==> config.mk <==
export PLATFORM = sky130hd
export DESIGN_NAME = vac_regs
export DESIGN_NICKNAME = d
export VERILOG_FILES = /design/src/design/vac_pkg.sv /design/src/design/vac_regs.sv
export SDC_FILE = /design/constraint.sdc
export NUM_CORES = 1
export LEC_CHECK = 0
export BUFFER_PORTS_ARGS = -buffer_cell sky130_fd_sc_hd__buf_2
export CORE_UTILIZATION = 54
export DETAILED_ROUTE_END_ITERATION = 8
export PLACE_DENSITY = 0.86
export SYNTH_ARGS = -nofsm -noshare
export SYNTH_HDL_FRONTEND = slang
export SYNTH_SLANG_ARGS = --single-unit
==> constraint.sdc <==
create_clock -name I_SYS_CLK -period 11.85 [get_ports I_SYS_CLK]
set_input_delay 1.7775 -clock I_SYS_CLK [delete_from_list [all_inputs] [get_ports I_SYS_CLK]]
set_output_delay 1.7775 -clock I_SYS_CLK [all_outputs]
set_load 0.005 [all_outputs]
==> src/design/vac_pkg.sv <==
// Package: port map, field layout and carriers for the video control register bank
package vac_pkg;
  // Port addresses
  localparam logic [15:0] CRTC_INDEX_PORT  = 16'h03D4;
  localparam logic [15:0] CRTC_VALUE_PORT  = 16'h03D5;
  localparam logic [15:0] MODE_SELECT_PORT = 16'h03D8;
  localparam logic [15:0] COLOR_SEL_PORT   = 16'h03D9;
  localparam logic [15:0] ARRAY_INDEX_PORT = 16'h03DA;
  localparam logic [15:0] PEN_CLEAR_PORT   = 16'h03DB;
  localparam logic [15:0] PEN_PRESET_PORT  = 16'h03DC;
  localparam logic [15:0] EXT_PAGE_PORT    = 16'h03DD;
  localparam logic [15:0] ARRAY_VALUE_PORT = 16'h03DE;
  localparam logic [15:0] PAGE_PORT        = 16'h03DF;
  localparam logic [15:0] MONO_MODE_PORT   = 16'h03B8;
  localparam logic [15:0] MONO_STAT_PORT   = 16'h03BA;
  localparam logic [15:0] CONFIG_PORT_LO   = 16'h00A0;
  localparam logic [15:0] CONFIG_PORT_HI   = 16'h00A7;
  // Config register field
  localparam int          CFG_EXT_VIDEO_BIT = 0;
  // Array indexes
  localparam logic [4:0]  IDX_PAL_MASK   = 5'h01;
  localparam logic [4:0]  IDX_BORDER     = 5'h02;
  localparam logic [4:0]  IDX_MODE_CTRL  = 5'h03;
  localparam logic [4:0]  IDX_PAL_BASE   = 5'h10;
  localparam int          PAL_ENTRIES    = 16;
  // Reset values
  localparam logic [7:0]  RST_BYTE       = 8'h00;
  localparam logic [3:0]  RST_NIBBLE     = 4'h0;
  localparam logic [5:0]  RST_SIX        = 6'h00;

  // Host I/O cycle
  typedef struct packed {
    logic        rd;
    logic        wr;
    logic [15:0] addr;
    logic [7:0]  wdata;
  } vac_io_s;

  // Live display status inputs
  typedef struct packed {
    logic disp_inactive;
    logic pen_trigger;
    logic pen_switch;
    logic vretrace;
  } vac_stat_s;
endpackage : vac_pkg

==> src/design/vac_regs.sv <==
// Video control register bank reached over the host I/O port bus
`timescale 1ns/100ps
module vac_regs #(
  parameter int PAL_N = vac_pkg::PAL_ENTRIES
) (
  input  wire logic                I_SYS_CLK,
  input  wire logic                I_RST,
  input  wire vac_pkg::vac_io_s    I_IO,
  input  wire vac_pkg::vac_stat_s  I_STAT,
  input  wire logic [7:0]          I_CRTC_RDATA,
  output logic [7:0]               O_RDATA,
  output logic                     O_RDATA_EN,
  output logic                     O_CRTC_SEL,
  output logic                     O_CRTC_RS,
  output logic                     O_CRTC_WR,
  output logic [7:0]               O_CRTC_WDATA,
  output logic                     O_MONO_DECODE,
  output logic                     O_VIDEO_ON,
  output logic                     O_HIRES_TEXT,
  output logic                     O_GFX_320,
  output logic                     O_BW,
  output logic                     O_GFX_640,
  output logic                     O_BLINK,
  output logic [5:0]               O_COLOR_SEL,
  output logic [3:0]               O_PAL_MASK,
  output logic [3:0]               O_BORDER,
  output logic [5:0]               O_ARRAY_MODE,
  output logic [7:0]               O_EXT_PAGE,
  output logic [7:0]               O_PAGE,
  output logic [PAL_N*4-1:0]       O_PALETTE,
  output logic                     O_PEN_LATCH
);
  import vac_pkg::*;

  ////////////////////////////////////////////////////////////////////////////
  // Pin status synchronisers: three stages, change taken when 2 and 3 agree
  logic [3:0] st_s1;
  logic [3:0] st_s2;
  logic [3:0] st_s3;
  logic [3:0] st_q;
  always_ff @(posedge I_SYS_CLK or posedge I_RST) begin
    if (I_RST) begin
      st_s1 <= RST_NIBBLE;
      st_s2 <= RST_NIBBLE;
      st_s3 <= RST_NIBBLE;
      st_q  <= RST_NIBBLE;
    end else begin
      st_s1 <= {I_STAT.disp_inactive, I_STAT.pen_trigger, I_STAT.pen_switch,
                I_STAT.vretrace};
      st_s2 <= st_s1;
      st_s3 <= st_s2;
      st_q  <= (st_s2 & st_s3) | (st_q & (st_s2 | st_s3));
    end
  end
  logic pen_trig_prev;
  logic pen_rise;
  always_ff @(posedge I_SYS_CLK or posedge I_RST) begin
    if (I_RST) pen_trig_prev <= 1'b0;
    else       pen_trig_prev <= st_q[2];
  end
  assign pen_rise = st_q[2] & ~pen_trig_prev;

  ////////////////////////////////////////////////////////////////////////////
  // Decode; external video removes every on-board port except the config one and, with mono enable set, the mono ones
  logic       ext_video;
  logic       hit_cfg;
  logic       vid_ok;
  logic       wr;
  logic       rd;
  logic [15:0] a;
  assign a         = I_IO.addr;
  assign wr        = I_IO.wr;
  assign rd        = I_IO.rd;
  assign hit_cfg   = (a >= CONFIG_PORT_LO) && (a <= CONFIG_PORT_HI);
  assign vid_ok    = ~ext_video;

  // Config port is write only; only its external video bit matters to our decode
  always_ff @(posedge I_SYS_CLK or posedge I_RST) begin
    if (I_RST)              ext_video <= 1'b0;
    else if (wr && hit_cfg) ext_video <= I_IO.wdata[CFG_EXT_VIDEO_BIT];
  end

  ////////////////////////////////////////////////////////////////////////////
  // Directly addressed registers
  logic [7:0] mode_sel;
  logic [7:0] color_sel;
  logic [7:0] ext_page;
  logic [7:0] page;
  always_ff @(posedge I_SYS_CLK or posedge I_RST) begin
    if (I_RST) begin
      mode_sel  <= RST_BYTE;
      color_sel <= RST_BYTE;
      ext_page  <= RST_BYTE;
      page      <= RST_BYTE;
    end else if (wr && vid_ok) begin
      if (a == MODE_SELECT_PORT) mode_sel  <= I_IO.wdata;
      if (a == COLOR_SEL_PORT)   color_sel <= I_IO.wdata;
      if (a == EXT_PAGE_PORT)    ext_page  <= I_IO.wdata;
      if (a == PAGE_PORT)        page      <= I_IO.wdata;
    end
  end

  ////////////////////////////////////////////////////////////////////////////
  // Array index, held until the next index write
  logic [4:0] arr_idx;
  always_ff @(posedge I_SYS_CLK or posedge I_RST) begin
    if (I_RST) arr_idx <= 5'h00;
    else if (wr && vid_ok && a == ARRAY_INDEX_PORT) arr_idx <= I_IO.wdata[4:0];
  end
  logic arr_wr;
  assign arr_wr = wr && vid_ok && (a == ARRAY_VALUE_PORT);

  // Array control registers; unused bits are not stored
  logic [3:0] pal_mask;
  logic [3:0] border;
  logic [5:0] arr_mode;
  always_ff @(posedge I_SYS_CLK or posedge I_RST) begin
    if (I_RST) begin
      pal_mask <= RST_NIBBLE;
      border   <= RST_NIBBLE;
      arr_mode <= RST_SIX;
    end else if (arr_wr) begin
      if (arr_idx == IDX_PAL_MASK)  pal_mask <= I_IO.wdata[3:0];
      if (arr_idx == IDX_BORDER)    border   <= I_IO.wdata[3:0];
      if (arr_idx == IDX_MODE_CTRL) arr_mode <= {I_IO.wdata[5:2], 1'b0, I_IO.wdata[0]};
    end
  end

  // Palette entries, one per generated slot
  logic [3:0] pal [PAL_N];
  for (genvar g = 0; g < PAL_N; g++) begin : g_pal
    always_ff @(posedge I_SYS_CLK or posedge I_RST) begin
      if (I_RST) pal[g] <= RST_NIBBLE;
      else if (arr_wr && arr_idx == IDX_PAL_BASE + 5'(g)) pal[g] <= I_IO.wdata[3:0];
    end
  end

  ////////////////////////////////////////////////////////////////////////////
  // Light pen latch: a trigger edge sets it and wins over a clear
  logic pen_latch;
  always_ff @(posedge I_SYS_CLK or posedge I_RST) begin
    if (I_RST) pen_latch <= 1'b0;
    else if (pen_rise) pen_latch <= 1'b1;
    else if (wr && vid_ok && a == PEN_PRESET_PORT) pen_latch <= 1'b1;
    else if (wr && vid_ok && a == PEN_CLEAR_PORT)  pen_latch <= 1'b0;
  end

  ////////////////////////////////////////////////////////////////////////////
  // Timing controller pass-through: strobes registered one cycle
  logic crtc_hit;
  assign crtc_hit = vid_ok && (a == CRTC_INDEX_PORT || a == CRTC_VALUE_PORT);
  always_ff @(posedge I_SYS_CLK or posedge I_RST) begin
    if (I_RST) begin
      O_CRTC_SEL   <= 1'b0;
      O_CRTC_RS    <= 1'b0;
      O_CRTC_WR    <= 1'b0;
      O_CRTC_WDATA <= RST_BYTE;
    end else begin
      O_CRTC_SEL   <= crtc_hit && (rd || wr);
      O_CRTC_RS    <= a[0];
      O_CRTC_WR    <= crtc_hit && wr;
      O_CRTC_WDATA <= I_IO.wdata;
    end
  end

  ////////////////////////////////////////////////////////////////////////////
  // Read data: one-cycle latency; write-only ports and unused ports stay silent
  logic [7:0] next_rdata;
  logic       next_rdata_en;
  always_comb begin
    next_rdata    = RST_BYTE;
    next_rdata_en = 1'b0;
    if (rd && vid_ok) begin
      next_rdata_en = 1'b1;
      unique case (a)
        CRTC_INDEX_PORT,
        CRTC_VALUE_PORT:  next_rdata = I_CRTC_RDATA;
        MODE_SELECT_PORT: next_rdata = mode_sel;
        COLOR_SEL_PORT:   next_rdata = color_sel;
        ARRAY_INDEX_PORT: next_rdata = {4'h0, st_q[0], st_q[1], pen_latch, st_q[3]};
        EXT_PAGE_PORT:    next_rdata = ext_page;
        PAGE_PORT:        next_rdata = page;
        default:          next_rdata_en = 1'b0;
      endcase
    end
  end
  always_ff @(posedge I_SYS_CLK or posedge I_RST) begin
    if (I_RST) begin
      O_RDATA    <= RST_BYTE;
      O_RDATA_EN <= 1'b0;
    end else begin
      O_RDATA    <= next_rdata;
      O_RDATA_EN <= next_rdata_en;
    end
  end

  ////////////////////////////////////////////////////////////////////////////
  // Registered control outputs to the display engine
  logic [PAL_N*4-1:0] pal_flat;
  for (genvar g = 0; g < PAL_N; g++) begin : g_flat
    assign pal_flat[g*4 +: 4] = pal[g];
  end
  always_ff @(posedge I_SYS_CLK or posedge I_RST) begin
    if (I_RST) begin
      O_MONO_DECODE <= 1'b1;
      O_VIDEO_ON    <= 1'b0;
      O_HIRES_TEXT  <= 1'b0;
      O_GFX_320     <= 1'b0;
      O_BW          <= 1'b0;
      O_GFX_640     <= 1'b0;
      O_BLINK       <= 1'b0;
      O_COLOR_SEL   <= RST_SIX;
      O_PAL_MASK    <= RST_NIBBLE;
      O_BORDER      <= RST_NIBBLE;
      O_ARRAY_MODE  <= RST_SIX;
      O_EXT_PAGE    <= RST_BYTE;
      O_PAGE        <= RST_BYTE;
      O_PALETTE     <= '0;
      O_PEN_LATCH   <= 1'b0;
    end else begin
      O_MONO_DECODE <= ~(ext_video & ~arr_mode[0]);
      O_VIDEO_ON    <= mode_sel[3] & vid_ok;
      O_HIRES_TEXT  <= mode_sel[0];
      O_GFX_320     <= mode_sel[1];
      O_BW          <= mode_sel[2];
      O_GFX_640     <= mode_sel[4];
      O_BLINK       <= mode_sel[5];
      O_COLOR_SEL   <= color_sel[5:0];
      O_PAL_MASK    <= pal_mask;
      O_BORDER      <= border;
      O_ARRAY_MODE  <= arr_mode;
      O_EXT_PAGE    <= ext_page;
      O_PAGE        <= page;
      O_PALETTE     <= pal_flat;
      O_PEN_LATCH   <= pen_latch;
    end
  end
endmodule : vac_regs

* Yosys cells after proc, flatten, opt, wreduce, memory -nomap -nowiden *
Cells that the tools add are included.

storage, ports and cells
  register bits after elaboration = 260
  bits of input ports = 40
  output and inout port bits = 128
  logic and storage cells = 140

operators by class
  order comparisons = 2
  eq/ne operators = 29
  muxes and demuxes = 7
  bitwise logic cells = 11
  reduce and logical (&&, ||, !) cells = 39

operators by type and width
  kind                    count
  $eq A16 B10 Y1 const B  10
  $eq A5 B5 Y1 const B    16
  $pmux W8 S6             1
  $logic_and A1 B1 Y1     27
  $ge A16 B8 Y1 const B   1
  $le A16 B8 Y1 const B   1
  $reduce_and A2 Y1       7
  $eq A5 B2 Y1 const B    2
  $and A4 B4 Y4           2
  $mux W8                 1
  $or A4 B4 Y4            2
  $reduce_or A7 Y1        1
  $eq A5 B1 Y1 const B    1
  $mux W1                 5
  $not A1 Y1              4
  $and A1 B1 Y1           3
  $reduce_bool A3 Y1      1
  $logic_or A1 B1 Y1      2
  $reduce_or A2 Y1        1

* Logic depth before layout (Yosys ltp) *
Gate-level depths: netlist (run 1).

  word-level depth = 6
  gate-level depth with buffers = 6

* Worst setup path after synthesis (run 1) *
OpenSTA, ideal clock, no wires.

  kind = input-to-reg
  start point = input port I_IO[13] in the netlist's numbering
  end point = register pal[36] in the netlist's numbering
  setup time = 125 ps
  data arrival time = 3450 ps
  required time = 11725 ps
  slack = 8275 ps
  stages = 4
  buffers on the path = 0
  cell sequence = nand4b_1 > or4_4 > nor4_1 > mux2_2

on the way
  word-level cells in the longest chain between the ends = 3

RTL lines
  element                         line             source
  start: declaration              vac_regs.sv:8    input wire vac_pkg::vac_io_s I_IO,
  $eq A16 B10 Y1                  vac_regs.sv:111  assign arr_wr = wr && vid_ok && (a == ARRAY_VALUE_PORT);
  $logic_and A1 B1 Y1             vac_regs.sv:111
  $logic_and A1 B1 Y1             vac_regs.sv:134  else if (arr_wr && arr_idx == IDX_PAL_BASE + 5'(g)) pal[g] <= I_IO.wdata[3:0];
  end signal: indexed assignment  vac_regs.sv:134
  end: declaration                vac_regs.sv:130  logic [3:0] pal [PAL_N];

Every way passes these cells.
A chain may end at the register's enable or synchronous reset.

* Worst setup path after layout (run 1) *
  start point = input port I_IO[19] in the netlist's numbering
  end point = register pal[23] in the netlist's numbering

Same word-level chain as after synthesis.

==> results of run 1 <==
-- worst max-delay path: stages --
cell and delay [ns]:
buf_2 0.10, nor4_2 0.59, nand4_1 0.44, nor4_1 0.95, mux2_2 0.42
-- area by class of cell --
type                            count  area share
Timing Repair Buffer              168     0.07862
Clock inverter                     13     0.02047
Inverter                            5    0.002442
Clock buffer                       30     0.06176
Multi-Input combinational cell    250      0.2064
Antenna cell                        1   0.0002326
Sequential cell                   260      0.6049
Tap cell                          216     0.02512
-- layout by cell type (no fill, tap or decap), types with 7 or more instances in the layout --
cell type  count
mux2i_1       12
nand3_1       11
nand2_1       15
nor3_1         9
o21ai_0       10
dfrtp_1      259
nor2_1         9
nor4_1         7
buf_2        166
clkbuf_16     25
mux2_2       115
-- logic make-up after synthesis --
| group | after synthesis |
|---|---|
| DFF | 260 |
| muxes | 127 |
| and+or+nand+nor | 94 |
| buffers and inverters | 26 |
| AOI/OAI and AO/OA | 24 |
| adders and majority gates | 4 |
| other | 1 |
-- report_power, final --
part | total [W] | internal (W) | leakage, nW | switching [W]
sequential | 0.000896 | 0.000893 | 3.56 | 0.00000256
combinational | 0.0000491 | 0.0000117 | 1.85 | 0.0000375
clock | 0.000845 | 0.000528 | 0.431 | 0.000317
total | 0.00179 | 0.00143 | 5.84 | 0.000357
-- how the worst min path moves through the flow --
stage | startpoint | to | slack (ns)
after floorplan | st_s1[0] | st_s2[0] | 0.33
after global placement | st_s1[0] | st_s2[0] | 0.33
after detailed placement | st_s1[3] | st_s2[3] | 0.34
final | st_s1[3] | st_s2[3] | 0.35
after CTS | st_s1[3] | st_s2[3] | 0.35
after global routing | st_s1[3] | st_s2[3] | 0.36
-- metrics by stage --
| stage | power (W) | hold WS, ns |
|---|---|---|
| 5_1_grt | 0.001844 | 0.3619 |
| 2_1_floorplan | 0.0009394 | 0.3312 |
| 4_1_cts | 0.001801 | 0.3511 |
| 6_report | 0.001789 | 0.3480 |
| 3_5_place_dp | 0.0009615 | 0.3356 |
| 3_3_place_gp | 0.0009593 | 0.3340 |
-- routing by layer --
| metal | track usage | vias up | part of all wire |
|---|---|---|---|
| met5 | 0 | - | 0 |
| met3 | 0.03649 | 39 | 0.062 |
| li1 | - | 2252 | - |
| met4 | 0.06498 | 0 | 0.021 |
| met1 | 0.3167 | 2685 | 0.41 |
| met2 | 0.4070 | 226 | 0.51 |
==> metrics.cfg, run 1 <==
[global_routing]
grt_max_degree = 169
antenna_found_initial = 1
grt_pass1_wl_um = 29860
grt_overflow_total = 0
first_global_vias = 5443
grt.total_usage = 0.2367

[logic_synthesis]
yosysMostFrequentCell = dfrtp_1
yosys_warnings = 0
yosysTopAreaCellShare = 0.7336
synth_area_leaders = dfrtp_1, mux2_2, mux2i_1
synth_top_family_by_area = multiplexers
synth-simple-area-share = 0.06628
synth-main-ff-cell = dfrtp_1
synth_seq_area_share = 0.7366
synth_fa_ha_area_frac = 0.004532
syn_area_um2 = 8835
synth_top_area_cell = dfrtp_1
synth-edff-count = 0
synth_compound_area_frac = 0.01997
avgSynthCellArea_um2 = 16.48
ys_seq_elements = 260
synthMuxAreaShare = 0.1602
ys_types = 42
synth-async-reset-ratio = 1.000
syn_nets = 576
synth_common_cells = dfrtp_1, mux2_2, clkbuf_1
synthCells = 536
yosys.area_share.xor_xnor = 0

[clock_tree]
cts_hold_buffers = 0
clockBufferDepth = 3
root_buffer = clkbuf_16
numCtsBuffers = 24
clk-insertion-delay-late_ns = 0.50
path_clk_slew_ns = 0.07
numClockSinks = 260
h-tree-depth = 1
cts_tree = done
post_cts_buffers = 0
cts-resized-gates = 0

[status]
status = finished clean

[drt]
drtIter0Drc = 357
wirelength_um = 19270
dr_total_vias = 5202
drt_pre_antenna_iters = 5
via_per_inst = 5.516
drt-wirelength-per-cell_um = 20.44
drc = 0
antenna_left = 0

[timing]
slew_headroom = 0.2279
min_period_ns = 3.909
drv_slew = 0
worstMarginPinSlew_ns = 1.158
final.period_utilization = 0.3299
hold_viol = 0
setup_viol_count_final = 0
totalNegativeSetupSlack_ns = 0
grt_setup_unrepaired = false
fin_skew_ns = 0.008142
setup_ws_ns = 7.941
max_freq_mhz = 255.8

[critical_path]
worstSetupEndpoint = pal[23]
worstPathArrival_ns = 4.29
r2r_slack_ns = 9.18
r2r_end = pal[23]
cp.required_ns = 12.23
reg2reg_depth = 3
cp-start-kind = input port
rr_startpoint = ext_video
worstSetupPathType = in -> reg
crit_fanout = 8
cp-end-kind = flop
cp-startpoint = I_IO[19]

[cells_and_area]
fin_nets = 749
final_util = 0.6748
fin_cells = 943
stdcell_area_um2 = 10760
num-fill-cells = 1106
regArea_um2 = 6507
area.growth.synth_to_final_pct = 21.77
drive_gt1_frac = 0.4545
top_regs = O_PALETTE x64, pal x64
multiInputGateArea_um2 = 2221

[flow_run]
maxCapViolations = 0

[die]
die_x_um = 129.9
dieHeight_um = 129.9
core_area_um2 = 15940
ios = 168
start_util = 0.5542
fp-row-count = 46
dieArea_um2 = 16880

[power_and_ir_drop]
ir_drop_mv = 0.1109
leakagePower_nw = 5.843
p_per_area_nw_per_um2 = 166.3

[placed_design]
dp_hpwl_um = 12570
port_buffers = 166
placed_area_um2 = 9871
post-place-cells = 899
place_ws_ns = 7.501
gp_congestion = 0.9039

[hold_path]
holdPathStages = 0
hp-class = reg -> reg

Power figures use the tool's default switching activity.
==> inputs of run 2 (changes only) <==
--- a/config.mk
+++ b/config.mk
@@ -6,9 +6,9 @@
 export NUM_CORES = 1
 export LEC_CHECK = 0
 export BUFFER_PORTS_ARGS = -buffer_cell sky130_fd_sc_hd__buf_2
-export CORE_UTILIZATION = 54
+export CORE_UTILIZATION = 49
 export DETAILED_ROUTE_END_ITERATION = 8
-export PLACE_DENSITY = 0.86
+export PLACE_DENSITY = 0.83
 export SYNTH_ARGS = -nofsm -noshare
 export SYNTH_HDL_FRONTEND = slang
 export SYNTH_SLANG_ARGS = --single-unit
==> constraint.sdc (replaced) <==
create_clock -name I_SYS_CLK -period 3.4 [get_ports I_SYS_CLK]
set_input_delay 0.51 -clock I_SYS_CLK [delete_from_list [all_inputs] [get_ports I_SYS_CLK]]
set_output_delay 0.51 -clock I_SYS_CLK [all_outputs]
set_load 0.005 [all_outputs]
==> run 2 against run 1 <==
- utilization fell by 5.3 points
- routed wire length rose by 1.3%
- final cell count rose by 2.4%
- clock skew rose by 0.0021 ns
- clock power rose to 3.5 times the previous value
- largest cell class unchanged
==> metrics.cfg, run 2 (synthesis gave the netlist of run 1 again) <==
[critical_path]
cp_top_family = simple AND/OR/NAND/NOR gates
crit_fanout = 10  ; +2
crit_path_max_incr_delay_ns = 0.59  ; -0.36 ns
worstSetupPathType = reg -> reg
cp.buffers_inverters = 0  ; -1
cp-end-kind = flop
path_cells = nand2b_1 > or3_1 > or4_1 > mux2_2
cp.required_ns = 3.80  ; -8.43 ns
worstPathArrival_ns = 2.73  ; -1.56 ns
cp-start-kind = flop
cp_slowest_cell = or4_1

[placed_design]
placed_area_um2 = 9971  ; +1.0%
gp_congestion = 0.8527  ; -5.7%
place_ws_ns = 0.5893  ; -6.912 ns
dp_hpwl_um = 13240  ; +5.3%
port_buffers = 166  ; unchanged

[clock_tree]
path_clk_slew_ns = 0.06  ; about the same
cts-resized-gates = 0  ; unchanged
clockBufferDepth = 3  ; unchanged
clk-insertion-delay-late_ns = 0.52  ; +0.02 ns
h-tree-depth = 1  ; unchanged
cts_hold_buffers = 0  ; unchanged
numCtsBuffers = 26  ; +8.3%
root_buffer = clkbuf_16
post_cts_buffers = 0  ; unchanged
cts_tree = done
numClockSinks = 260  ; unchanged

[flow_run]
maxCapViolations = 0  ; unchanged

[timing]
setup_viol_count_final = 0  ; unchanged
worstMarginPinSlew_ns = 0.8323  ; -0.3258 ns
final.period_utilization = 0.6842
drv_slew = 0  ; unchanged
slew_headroom = 0.4409  ; +0.2130
min_period_ns = 2.326
hold_viol = 0  ; unchanged
setup_ws_ns = 1.074  ; -6.867 ns
max_freq_mhz = 429.9
fin_skew_ns = 0.01026  ; +0.002122 ns
grt_setup_unrepaired = false

[cells_and_area]
top_regs = O_PALETTE x64, pal x64
fin_nets = 760  ; +1.5%
num-fill-cells = 1246  ; +13%
layout_common_cells = dfrtp_1, buf_2, mux2_2
layout_commonest_cell = dfrtp_1
area.growth.synth_to_final_pct = 23.03
drive_gt1_frac = 0.4581  ; +0.003563
stdcell_area_um2 = 10870  ; +1.0%

[drt]
drtIter0Drc = 353  ; -1.1%
wirelength_um = 19530  ; +1.3%
via_per_inst = 5.392  ; -2.2%
drt-wirelength-per-cell_um = 20.21  ; -1.1%
drt_pre_antenna_iters = 6  ; +1
drc = 0  ; unchanged
antenna_left = 0  ; unchanged
dr_total_vias = 5209  ; +0.13%

[global_routing]
grt_pass1_wl_um = 30780  ; +3.1%
grt_max_degree = 102  ; -40%
grt.total_usage = 0.2188  ; -0.01789
grt_overflow_total = 0  ; unchanged
antenna_found_initial = 1  ; unchanged
first_global_vias = 5552  ; +2.0%

[power_and_ir_drop]
power.total_w = 0.006220  ; +250%
pwr-share-comb = 0.029  ; +0.002
ir_drop_mv = 0.4619  ; +320%
switching_share = 0.2033  ; +0.003956
power.net_switching_w = 0.001264  ; +250%
pwr-share-seq = 0.502  ; +0.002
clkPwrFrac = 0.469  ; -0.003
p_per_area_nw_per_um2 = 572.3  ; +240%
internal_power_w = 0.004956  ; +250%
leakagePower_nw = 5.900  ; +0.97%

[hold_path]
hp-class = in -> async

[die]
ios = 168  ; unchanged
core_area_um2 = 17480  ; +9.6%
die_x_um = 136.3  ; +4.9%
start_util = 0.5055  ; -0.04864
dieArea_um2 = 18570  ; +10%
fp-row-count = 48  ; +4.3%
dieHeight_um = 136.3  ; +4.9%

[status]
status = finished clean

-- run 2: cell types whose count changed in the layout (fill, tap and decap cells not counted), sizes merged --
cell,delta
buf,+9
bufinv,-3
clkbuf,+10
clkinv,-2
-- run 2: power groups by stage --
stage	combinational, W	clock (W)	sequential [W]
final	0.000180	0.00292	0.00312
after floorplan	0.0000966	0	0.00318
after global placement	0.000174	0	0.00318
after detailed placement	0.000181	0	0.00318
after CTS	0.000182	0.00298	0.00312
after global routing	0.000200	0.00310	0.00312
-- run 2: layer usage --
metal	up-vias	GRT usage	share of wire
li1	2270	-	-
met1	2674	0.2851	0.40
met5	-	0	0
met4	0	0.05802	0.025
met2	216	0.3742	0.51
met3	49	0.04251	0.062
-- run 2: area by class of cell --
class / count / area (um2) / share of cell area
repair buffers: 177 / 938.4 / 0.08634
inverters: 5 / 22.52 / 0.002072
diodes: 1 / 2.502 / 0.0002302
clock buffers: 40 / 774.5 / 0.07126
multi-input cells: 250 / 2221 / 0.2043
well taps: 225 / 281.5 / 0.02590
flip-flops and latches: 260 / 6507 / 0.5987
clock inverters: 8 / 121.4 / 0.01117
-- run 2: through the flow --
step / hold WS, ns / setup TNS, ns / std cells / util
floorplan: 0.3312 / -139.02 / 536 / -
finish: 0.07455 / 0 / 966 / 0.6219
detailed placement: 0.3356 / 0 / 917 / 0.5705
CTS: 0.08128 / 0 / 965 / 0.6218
global placement: 0.3346 / 0 / 917 / 0.5705
global route: 0.09127 / 0 / 965 / 0.6218
-- run 2: worst paths after layout --
path	startpoint	to	slack, ns	depth (start not counted)
max in group asynchronous	I_RST	pal[38]	2.41	3
min reg2reg	st_s1[1]	st_s2[1]	0.35	0
max	ext_video	pal[34]	1.07	4
max reg2reg	ext_video	pal[34]	1.07	4
min	I_RST	O_BORDER[1]	0.07	2
min in group I_SYS_CLK	I_STAT[0]	st_s1[0]	0.10	1
